$ cat src/include/prf_pkg.sv
/*
  Shared constants and carrier types for the peripheral register framework:
  register offsets inside the 16-Kbyte serial port window, field positions,
  reset values and the bus request and transfer channel structs.
  Assumes a simple synchronous word bus from the peripheral bridge, one
  request per cycle, with read data taken one cycle after the request.
*/
// Contract
// each peripheral decodes a 16-Kbyte window; interrupt controller window only 4 Kbytes
// control register is write-only; a one launches its command, zero does nothing
// configuration register is read/write and resets to all zeros
// status register is read-only; writes never change it
// a one written to the set register sets the matching status bit
// a one written to the clear register clears the status bit; zeros change nothing
// unassigned bits read zero; software writes zero to them
// interrupt source is OR over all bits of status AND mask
// mask is readable, changed only by enable-set and disable-clear registers
// four transfer channels: receive and transmit for each of two serial ports
// each channel has a 32-bit address pointer and 16-bit remaining counter
// when a channel finishes its count, an end-of-transfer status flag is set
// only word accesses; low address bits ignored for byte or halfword access
// each transfer advances pointer by transfer size, decrements counter, stops at zero
package prf_pkg;

  // ----------------------------------------------------------------
  // address window
  // ----------------------------------------------------------------
  localparam int unsigned PRF_ADDR_W = 32;
  localparam int unsigned PRF_WIN_BITS = 14;
  localparam int unsigned PRF_IRQC_WIN_BITS = 12;
  localparam int unsigned PRF_WORD_LSB = 2;

  // ----------------------------------------------------------------
  // register offsets (byte addresses inside the window)
  // ----------------------------------------------------------------
  localparam logic [13:0] PRF_OFF_CTRL = 14'h0000;
  localparam logic [13:0] PRF_OFF_CFG = 14'h0004;
  localparam logic [13:0] PRF_OFF_STAT_SET = 14'h0008;
  localparam logic [13:0] PRF_OFF_STAT_CLR = 14'h000c;
  localparam logic [13:0] PRF_OFF_STAT = 14'h0010;
  localparam logic [13:0] PRF_OFF_INT_EN = 14'h0014;
  localparam logic [13:0] PRF_OFF_INT_DIS = 14'h0018;
  localparam logic [13:0] PRF_OFF_INT_MASK = 14'h001c;
  localparam logic [13:0] PRF_OFF_RX_PTR = 14'h0030;
  localparam logic [13:0] PRF_OFF_RX_CNT = 14'h0034;
  localparam logic [13:0] PRF_OFF_TX_PTR = 14'h0038;
  localparam logic [13:0] PRF_OFF_TX_CNT = 14'h003c;

  // ----------------------------------------------------------------
  // field layouts
  // ----------------------------------------------------------------
  localparam int unsigned PRF_STAT_W = 8;
  localparam int unsigned PRF_CFG_W = 8;
  localparam int unsigned PRF_CNT_W = 16;
  localparam int unsigned PRF_BIT_RX_END = 0;
  localparam int unsigned PRF_BIT_TX_END = 1;
  localparam int unsigned PRF_BIT_USER = 2;
  localparam logic [PRF_STAT_W-1:0] PRF_STAT_HW_MASK = 8'h03;
  localparam int unsigned PRF_CTRL_RX_RESET = 0;
  localparam int unsigned PRF_CTRL_TX_RESET = 1;
  localparam int unsigned PRF_CTRL_W = 2;
  localparam logic [PRF_CFG_W-1:0] PRF_CFG_RESET = 8'h00;
  localparam logic [PRF_STAT_W-1:0] PRF_STAT_RESET = 8'h00;
  localparam logic [31:0] PRF_PTR_RESET = 32'h0000_0000;
  localparam logic [PRF_CNT_W-1:0] PRF_CNT_RESET = 16'h0000;
  localparam logic [31:0] PRF_XFER_SIZE = 32'h0000_0001;
  localparam int unsigned PRF_NUM_PORTS = 2;

  // ----------------------------------------------------------------
  // carriers
  // ----------------------------------------------------------------
  typedef struct packed {
    logic sel;
    logic write;
    logic [PRF_ADDR_W-1:0] addr;
    logic [31:0] wdata;
  } prf_req_t;

  typedef struct packed {
    logic valid;
    logic [31:0] addr;
  } prf_xfer_t;

endpackage

$ cat src/design/prf_window_decode.sv
/*
  Address window decoder for one peripheral slot.
  Assumes the bridge supplies a full byte address; base is window aligned.
*/
module prf_window_decode #(
  parameter int unsigned WIN_BITS = prf_pkg::PRF_WIN_BITS,
  parameter logic [31:0] BASE = 32'hfffc_0000
) (
  input wire logic [prf_pkg::PRF_ADDR_W-1:0] addr,
  output logic hit,
  output logic [13:0] offset
);
  import prf_pkg::*;

  logic [31:0] win_mask;

  assign win_mask = ~((32'h0000_0001 << WIN_BITS) - 32'h0000_0001);
  // low bits dropped so narrow accesses act as word accesses
  assign hit = (addr & win_mask) == (BASE & win_mask);
  assign offset = {addr[13:PRF_WORD_LSB], 2'b00} & 14'((32'h0000_0001 << WIN_BITS) - 32'h0000_0001);
endmodule

$ cat src/design/prf_xfer_channel.sv
/*
  One transfer channel: address pointer and remaining-transfer counter.
  Assumes the serial port pulses xfer_done once per completed data move.
*/
module prf_xfer_channel #(
  parameter int unsigned CNT_W = prf_pkg::PRF_CNT_W
) (
  input wire logic clk_sys,
  input wire logic sys_rst,
  input wire logic ptr_we,
  input wire logic cnt_we,
  input wire logic [31:0] wdata,
  input wire logic xfer_done,
  output logic [31:0] ptr,
  output logic [CNT_W-1:0] cnt,
  output logic active,
  output logic end_pulse
);
  import prf_pkg::*;

  assign active = cnt != '0;

  always_ff @(posedge clk_sys) begin
    if (sys_rst) begin
      ptr <= PRF_PTR_RESET;
    end else if (ptr_we) begin
      ptr <= wdata;
    end else if (xfer_done && active) begin
      ptr <= ptr + PRF_XFER_SIZE;
    end
  end

  always_ff @(posedge clk_sys) begin
    if (sys_rst) begin
      cnt <= CNT_W'(PRF_CNT_RESET);
    end else if (cnt_we) begin
      cnt <= wdata[CNT_W-1:0];
    end else if (xfer_done && active) begin
      cnt <= cnt - CNT_W'(1);
    end
  end

  // end event on the last move only; reloading a count never fires it
  always_ff @(posedge clk_sys) begin
    if (sys_rst) begin
      end_pulse <= 1'b0;
    end else begin
      end_pulse <= xfer_done && !cnt_we && cnt == CNT_W'(1);
    end
  end
endmodule

$ cat src/design/prf_serial_regs.sv
/*
  Register bank of one serial port slot: control, configuration, set/clear
  status, interrupt enable/disable/mask and two transfer channels.
  Assumes a single-cycle word bus: request on one edge, read data and ack on
  the next. The interrupt source goes to the vectored_interrupt_controller.
*/
module prf_serial_regs #(
  parameter logic [31:0] BASE = 32'hfffc_0000,
  parameter int unsigned STAT_W = prf_pkg::PRF_STAT_W,
  parameter int unsigned CFG_W = prf_pkg::PRF_CFG_W
) (
  input wire logic clk_sys,
  input wire logic sys_rst,
  input wire prf_pkg::prf_req_t bus_req,
  output logic [31:0] bus_rdata,
  output logic bus_ack,
  output logic bus_hit,
  input wire logic rx_done,
  input wire logic tx_done,
  output logic [CFG_W-1:0] cfg,
  output logic [prf_pkg::PRF_CTRL_W-1:0] cmd_pulse,
  output prf_pkg::prf_xfer_t rx_xfer,
  output prf_pkg::prf_xfer_t tx_xfer,
  output logic irq_source
);
  import prf_pkg::*;

  // ----------------------------------------------------------------
  // decode
  // ----------------------------------------------------------------
  logic hit;
  logic [13:0] offset;
  logic wr;
  logic rd;
  logic [STAT_W-1:0] status;
  logic [STAT_W-1:0] mask;
  logic [31:0] rx_ptr;
  logic [31:0] tx_ptr;
  logic [PRF_CNT_W-1:0] rx_cnt;
  logic [PRF_CNT_W-1:0] tx_cnt;
  logic rx_active;
  logic tx_active;
  logic rx_end;
  logic tx_end;
  logic [STAT_W-1:0] hw_set;
  logic [31:0] next_rdata;

  prf_window_decode #(
    .WIN_BITS(PRF_WIN_BITS),
    .BASE(BASE)
  ) u_decode (
    .addr(bus_req.addr),
    .hit(hit),
    .offset(offset)
  );

  assign wr = bus_req.sel && bus_req.write && hit;
  assign rd = bus_req.sel && !bus_req.write && hit;

  function automatic logic wr_at(input logic [13:0] off);
    return wr && offset == off;
  endfunction

  // ----------------------------------------------------------------
  // transfer channels
  // ----------------------------------------------------------------
  prf_xfer_channel #(
    .CNT_W(PRF_CNT_W)
  ) u_rx (
    .clk_sys(clk_sys),
    .sys_rst(sys_rst),
    .ptr_we(wr_at(PRF_OFF_RX_PTR)),
    .cnt_we(wr_at(PRF_OFF_RX_CNT)),
    .wdata(bus_req.wdata),
    .xfer_done(rx_done),
    .ptr(rx_ptr),
    .cnt(rx_cnt),
    .active(rx_active),
    .end_pulse(rx_end)
  );

  prf_xfer_channel #(
    .CNT_W(PRF_CNT_W)
  ) u_tx (
    .clk_sys(clk_sys),
    .sys_rst(sys_rst),
    .ptr_we(wr_at(PRF_OFF_TX_PTR)),
    .cnt_we(wr_at(PRF_OFF_TX_CNT)),
    .wdata(bus_req.wdata),
    .xfer_done(tx_done),
    .ptr(tx_ptr),
    .cnt(tx_cnt),
    .active(tx_active),
    .end_pulse(tx_end)
  );

  always_ff @(posedge clk_sys) begin
    if (sys_rst) begin
      rx_xfer <= '0;
      tx_xfer <= '0;
    end else begin
      rx_xfer <= '{valid: rx_active, addr: rx_ptr};
      tx_xfer <= '{valid: tx_active, addr: tx_ptr};
    end
  end

  // ----------------------------------------------------------------
  // control and configuration
  // ----------------------------------------------------------------
  always_ff @(posedge clk_sys) begin
    if (sys_rst) begin
      cmd_pulse <= '0;
    end else if (wr_at(PRF_OFF_CTRL)) begin
      cmd_pulse <= bus_req.wdata[PRF_CTRL_W-1:0];
    end else begin
      cmd_pulse <= '0;
    end
  end

  always_ff @(posedge clk_sys) begin
    if (sys_rst) begin
      cfg <= PRF_CFG_RESET;
    end else if (wr_at(PRF_OFF_CFG)) begin
      cfg <= bus_req.wdata[CFG_W-1:0];
    end
  end

  // ----------------------------------------------------------------
  // status and mask
  // ----------------------------------------------------------------
  always_comb begin
    hw_set = '0;
    hw_set[PRF_BIT_RX_END] = rx_end;
    hw_set[PRF_BIT_TX_END] = tx_end;
  end

  // hardware set beats a same-cycle software clear so no end event is lost
  always_ff @(posedge clk_sys) begin
    if (sys_rst) begin
      status <= PRF_STAT_RESET;
    end else begin
      status <= ((status
                 | (wr_at(PRF_OFF_STAT_SET) ? bus_req.wdata[STAT_W-1:0] : '0))
                 & ~(wr_at(PRF_OFF_STAT_CLR) ? bus_req.wdata[STAT_W-1:0] : '0))
                 | hw_set;
    end
  end

  always_ff @(posedge clk_sys) begin
    if (sys_rst) begin
      mask <= '0;
    end else begin
      mask <= (mask | (wr_at(PRF_OFF_INT_EN) ? bus_req.wdata[STAT_W-1:0] : '0))
              & ~(wr_at(PRF_OFF_INT_DIS) ? bus_req.wdata[STAT_W-1:0] : '0);
    end
  end

  always_ff @(posedge clk_sys) begin
    if (sys_rst) begin
      irq_source <= 1'b0;
    end else begin
      irq_source <= |(status & mask);
    end
  end

  // ----------------------------------------------------------------
  // read path
  // ----------------------------------------------------------------
  // write-only and unmapped words read zero, as do unused upper bits
  always_comb begin
    next_rdata = 32'h0000_0000;
    unique case (offset)
      PRF_OFF_CFG: next_rdata[CFG_W-1:0] = cfg;
      PRF_OFF_STAT: next_rdata[STAT_W-1:0] = status;
      PRF_OFF_INT_MASK: next_rdata[STAT_W-1:0] = mask;
      PRF_OFF_RX_PTR: next_rdata = rx_ptr;
      PRF_OFF_RX_CNT: next_rdata[PRF_CNT_W-1:0] = rx_cnt;
      PRF_OFF_TX_PTR: next_rdata = tx_ptr;
      PRF_OFF_TX_CNT: next_rdata[PRF_CNT_W-1:0] = tx_cnt;
      default: next_rdata = 32'h0000_0000;
    endcase
  end

  always_ff @(posedge clk_sys) begin
    if (sys_rst) begin
      bus_rdata <= 32'h0000_0000;
      bus_ack <= 1'b0;
      bus_hit <= 1'b0;
    end else begin
      bus_rdata <= rd ? next_rdata : 32'h0000_0000;
      bus_ack <= bus_req.sel && hit;
      bus_hit <= hit;
    end
  end
endmodule

$ cat config.mk
export PLATFORM = sky130hd
export DESIGN_NAME = prf_serial_regs
export DESIGN_NICKNAME = d
export VERILOG_FILES = /design/src/include/prf_pkg.sv /design/src/design/prf_window_decode.sv /design/src/design/prf_xfer_channel.sv /design/src/design/prf_serial_regs.sv
export SDC_FILE = /design/constraint.sdc
export NUM_CORES = 1
export LEC_CHECK = 0
export BUFFER_PORTS_ARGS = -buffer_cell sky130_fd_sc_hd__buf_4
export CAP_MARGIN = 20
export CORE_MARGIN = 2
export CORE_UTILIZATION = 55
export CTS_BUF_LIST = sky130_fd_sc_hd__clkbuf_16
export CTS_CLUSTER_SIZE = 24
export DETAILED_ROUTE_END_ITERATION = 8
export HOLD_SLACK_MARGIN = 0.02
export MAX_ROUTING_LAYER = met4
export PLACE_DENSITY_LB_ADDON = 0.08
export SLEW_MARGIN = 20
export SYNTH_ARGS = -nofsm -noshare
export SYNTH_HDL_FRONTEND = slang
export SYNTH_SLANG_ARGS = --single-unit
$ cat constraint.sdc
create_clock -name clk_sys -period 6.15 [get_ports clk_sys]
set_input_delay 0.3075 -clock clk_sys [delete_from_list [all_inputs] [get_ports clk_sys]]
set_output_delay 0.3075 -clock clk_sys [all_outputs]
set_load 0.02 [all_outputs]
# [After elaboration in Yosys (flattened, before gate mapping)]
# Index checks and enable logic that the tools add are counted.
[op_classes] add_sub_neg=4 eq_ne=14 muxes=15 bitwise=10 n_reduce_logical=34
[ops] operator="$mux 32" n=4
[ops] operator="$add 32x1->32 const B" n=2
[ops] operator="$mux 16" n=4
[ops] operator="$pmux 8 s7" n=1
[ops] operator="$eq 12x3->1 const B" n=4
[ops] operator="$eq 12x4->1 const B" n=4
[ops] operator="$eq 16x1->1 const B" n=2
[ops] operator="$mux 8" n=4
[ops] operator="$pmux 16 s2" n=1
[ops] operator="$pmux 8 s4" n=1
[ops] operator="$reduce_bool 16->1" n=2
[ops] operator="$sub 16x1->16 const B" n=2
[ops] operator="$and 8x8->8" n=3
[ops] operator="$eq 12x2->1 const B" n=2
[ops] operator="$logic_and 1x1->1" n=21
[ops] operator="$eq 18x18->1 const B" n=1
[ops] operator="$not 8->8" n=2
[ops] operator="$or 8x8->8" n=2
[ops] operator="$logic_not 14->1" n=1
[ops] operator="$eq 12x1->1 const B" n=1
[ops] operator="$or 8x2->8" n=1
[ops] operator="$reduce_bool 2->1" n=4
[ops] operator="$reduce_or 8->1" n=1
[ops] operator="$reduce_or 2->1" n=2
[ops] operator="other kinds (2)" n=5
[word_totals] regBits=225 inputBits=70 out_inout_bits=111 wordCells=95

# [Logic depth before layout (Yosys ltp)]
[logic_depth] depth_word=7 depth_mapped=10 mapped_depth_nobuf=8

# [Modules after synthesis]
# A second synthesis with hierarchy kept.
[hier_totals] hier_cells=1167 area_unflattened_um2=10570.1
[by_module_without_submodules] module="prf_xfer_channel" n_inst=2 cells_per_inst=354 area_each_um2=2874.0
[by_module_without_submodules] module="prf_serial_regs" n_inst=1 cells_per_inst=438 area_each_um2=4664.5
[by_module_without_submodules] module="prf_window_decode" n_inst=1 cells_per_inst=21 area_each_um2=157.7

# [Least setup slack after synthesis]
# Ideal clock, no wire load.
[synth_timing] kind="reg2reg" start="reg u_tx.cnt[0]" end="reg u_tx.ptr[18]" setup_ns=0.086 arrival_time_ns=2.409 required_time_ns=6.064 slack_ns=3.655 stages_incl_launch_ff=11 n_path_buf=2 period_less_slack_ns=2.495 cell_sequence="dfxtp_1 > inv_1 > ha_1 > or4b_1 > or4_1 > buf_6 > o2111ai_4 > buf_4 > nor3_1 > xnor2_1 > a211oi_1"
[synth_via] elab_chain_len=3
[synth_rtl] element="from (decl)" line_no="prf_xfer_channel.sv:15" rtl="output logic [CNT_W-1:0] cnt,"
[synth_rtl] element="from (signal assigned)" line_no="prf_xfer_channel.sv:35" rtl="cnt <= CNT_W'(PRF_CNT_RESET);"
[synth_rtl] element="from (signal assigned)" line_no="prf_xfer_channel.sv:37" rtl="cnt <= wdata[CNT_W-1:0];"
[synth_rtl] element="from (signal assigned)" line_no="prf_xfer_channel.sv:39" rtl="cnt <= cnt - CNT_W'(1);"
[synth_rtl] element="$reduce_bool 16->1" line_no="prf_xfer_channel.sv:21" rtl="assign active = cnt != '0;"
[synth_rtl] element="$logic_and 1x1->1" line_no="prf_xfer_channel.sv:28" rtl="end else if (xfer_done && active) begin"
[synth_rtl] element="$reduce_bool 2->1 (no line)"
[synth_rtl] element="to (signal assigned)" line_no="prf_xfer_channel.sv:27" rtl="ptr <= wdata;"
[synth_rtl] element="to (signal assigned)" line_no="prf_xfer_channel.sv:29" rtl="ptr <= ptr + PRF_XFER_SIZE;"
[synth_rtl] element="to (decl)" line_no="prf_xfer_channel.sv:14" rtl="output logic [31:0] ptr,"
# No other way between the ends.
# A chain may end at the register's enable or synchronous reset.

# [Worst setup path after layout]
[layout_timing] start="in bus_req[43] (netlist bit)" end="reg u_tx.cnt[15]"
[layout_via] elab_chain_len=3 elab_cells_between_ends=4 cone_classes="eq/ne (1); mux (1); reduce/logical (2)"
[layout_rtl] element="from (decl)" line_no="prf_serial_regs.sv:14" rtl="input wire prf_pkg::prf_req_t bus_req,"
[layout_rtl] element="$eq 12x4->1 *" line_no="prf_serial_regs.sv:61" rtl="return wr && offset == off;"
[layout_rtl] element="$logic_and 1x1->1 *" line_no="prf_serial_regs.sv:61"
[layout_rtl] element="$mux 16 or $reduce_bool 2->1 (tied branches)"
# Every way passes the cells marked *; elsewhere a longest branch is shown, timed or not.

==> flow_summary.toml <==
[setup_path]
worst-path-buf-inv = 1
path_cells = "buf_4 > nor4_1 > nand4_1 > nor2_1 > nand3_1 > and3_1 > nor3_1"
path_max_fanout = 29
critPathLaunchType = "input pin"
critPathSlowestCell = "nand3_1"
cp-end-kind = "register"
critPathMaxStageDelay_ns = 0.89
critPathArrivalTime_ns = 3.73
required_ns = 6.59
crit_family = "simple AND/OR/NAND/NOR gates"
critPathKind = "input pin to register"

[drt]
wire_per_inst_um = 20.0
ant_nets = 0
drtIter0Drc = 785
via_per_inst = 6.07
drc = 0
drt_wl_total_mm = 30.1
dr.pass1.iters = 6
vias = 9137

[synth]
syn-cell-area_mm2 = 0.00991
synth_top_family_by_area = "simple AND/OR/NAND/NOR gates"
yosys.cell_count.top_type = "dfxtp_1"
syn_avg_cell_area_um2 = 8.77
syn_nets = 1209
yosys.area.top_type_share_pct = 45.4
synth-main-ff-cell = "dfxtp_1"
synth_compound_area_share_pct = 14.8
synthXorXnorAreaFrac_pct = 7.42
synthTopCellsByCount = "dfxtp_1, nor2_1, a211oi_1"
synth-simple-area-share_pct = 25.0
ys_ff_latch = 225
synth.area.top_cells = "dfxtp_1, nor2_1, a211oi_1"
synth_cells = 1131
ys_warn_count = 0
synthAdderAreaFrac_pct = 1.01
synth.mux.area_fraction_pct = 1.83
synth_cell_types = 65
async_flop_share_pct = 0
synth_edf_count = 0
synth_top_area_cell = "dfxtp_1"
seq_area_frac_synth_pct = 45.4

[floorplan]
start_util_pct = 55.6
coreArea_mm2 = 0.0178
num_rows = 49
dieArea_mm2 = 0.0191
fp.dieW_um = 138
die_height_um = 138
io_pins = 181

[timing]
finalSetupTns_ns = 0
fin_crit_sh_pct = 53.4
finalHoldViolations = 0
rsz0062_at_grt = "false"
setup_viol = 0
worst-slew-pin-transition_ns = 1.09
max_freq_ghz = 0.305
slew_headroom_pct = 27.4
drv_slew = 0
clock_skew_ns = 0.0153
setup_ws_ns = 2.87
fin_crit_ns = 3.28
finalHoldWorstSlack_ns = 0.0373

[final_layout]
diodes = 0
fill_cells = 1502
finish.utilization_pct = 67.3
final_cell_area_mm2 = 0.0120
areaGrowthSynthToFinish_pct = 21.1
final_nets = 1338
drive_above_1_share_pct = 18.8

[clock_network]
cts_buffers = 24
clock_path_buffers = 3
cts.root.buffer_cell = "clkbuf_16"
cts_tree = "built"
cts-resized-gates = 0
cts_hold_buf = 0
clk_pin_slew_worst_paths_ns = 0.06
postCtsSetupRepairBufs = 0
clk_latency_ns = 0.53
cts-htree-levels = 1
clock_sinks = 225

[grt]
grt_pass1_wl_mm = 47.5
overflow = 0
grt_max_degree = 78
grt_use_total_pct = 31.8
grt_pass1_vias = 8559
antenna_found_initial = 0

[placement]
gp_congestion = 0.960
io_buffers = 178
dp_hpwl_mm = 21.1
place_area_mm2 = 0.0113
dpl_worst_slack_ns = 2.53

[flow_run]
cap_violations = 0

[run_status]
status = "finished clean"

[min_path]
hp-class = "input pin to register"

[power_and_ir_drop]
p_leak_nw = 4.37
powerDensity_mw_per_mm2 = 336
irDropWorstVdd_v = 0.000261
path summary, 6_finish.rpt:
kind / from / to / slack (ns) / cells after the start
max: bus_req[43] / u_tx.cnt[15] / 2.87 / 7
min: bus_req[29] / u_tx.ptr[29] / 0.04 / 2
max reg2reg: u_tx.cnt[0] / u_tx.ptr[13] / 3.11 / 8
min reg2reg: cfg[7] / cfg[7] / 0.50 / 2
cell usage in the layout, fill, tap and decap left out, types with 3 or more instances in the layout:
cell	n
nand4_1	25
mux2i_1	8
clkinv_2	3
nor4_2	4
nand3_1	38
nor4_1	20
xnor2_1	63
inv_1	28
dfxtp_1	225
mux2_2	5
and2_1	3
a22oi_1	42
nor2b_1	55
ha_1	8
a222oi_1	8
a31oi_1	13
nand2_1	63
xor2_1	21
clkinv_1	9
o41ai_1	3
nor2_1	175
a21oi_1	31
a211oi_1	82
nor3_1	53
o21ai_0	5
nor3b_1	4
or3_1	6
clkbuf_16	25
and4_1	7
and3_1	6
or4_1	11
buf_4	182
power breakdown:
part | switching [mW] | internal [mW] | total [mW] | leakage [nW]
logic | 0.576 | 0.412 | 0.988 | 2.17
registers | 0.112 | 1.55 | 1.66 | 1.81
clock network | 0.580 | 0.810 | 1.39 | 0.382
sequential cells by signal (all words and copies together), names as in the netlist, 2 cells and up:
register	cells
cmd_pulse	2
rx_xfer	33
tx_xfer	33
cfg	8
u_rx.cnt	16
mask	8
u_rx.ptr	32
bus_rdata	32
status	8
u_tx.cnt	16
u_tx.ptr	32
per-layer routing:
layer | up-vias | GRT usage, % | share of wire [%]
met4 | 0 | 15.3 | 5.7
met2 | 455 | 52.0 | 47
met3 | 104 | 4.99 | 7.7
met1 | 4284 | 38.6 | 40
met5 | - | - | 0
li1 | 4294 | - | -
kinds of logic after synthesis:
family	after synthesis
compound gates	200
xor+xnor	84
buf+inv	106
mux	15
flops	225
fa+ha+maj	8
simple gates	493
area by class of cell:
| type | instances | area [um2] | share of cell area, % |
|---|---|---|---|
| Multi-Input combinational cell | 800 | 4980 | 41.5 |
| Timing Repair Buffer | 184 | 1400 | 11.6 |
| Clock inverter | 17 | 120 | 1.00 |
| Clock buffer | 25 | 626 | 5.21 |
| Inverter | 25 | 93.8 | 0.782 |
| Sequential cell | 225 | 4500 | 37.5 |
| Tap cell | 229 | 287 | 2.39 |
stage by stage:
step	instances	power [mW]
finish	1505	4.04
floorplan	1131	2.46
detailed placement	1463	2.65
global placement	1462	2.63
global route	1505	4.24
CTS	1505	4.03
Power figures use the tool's default switching activity.
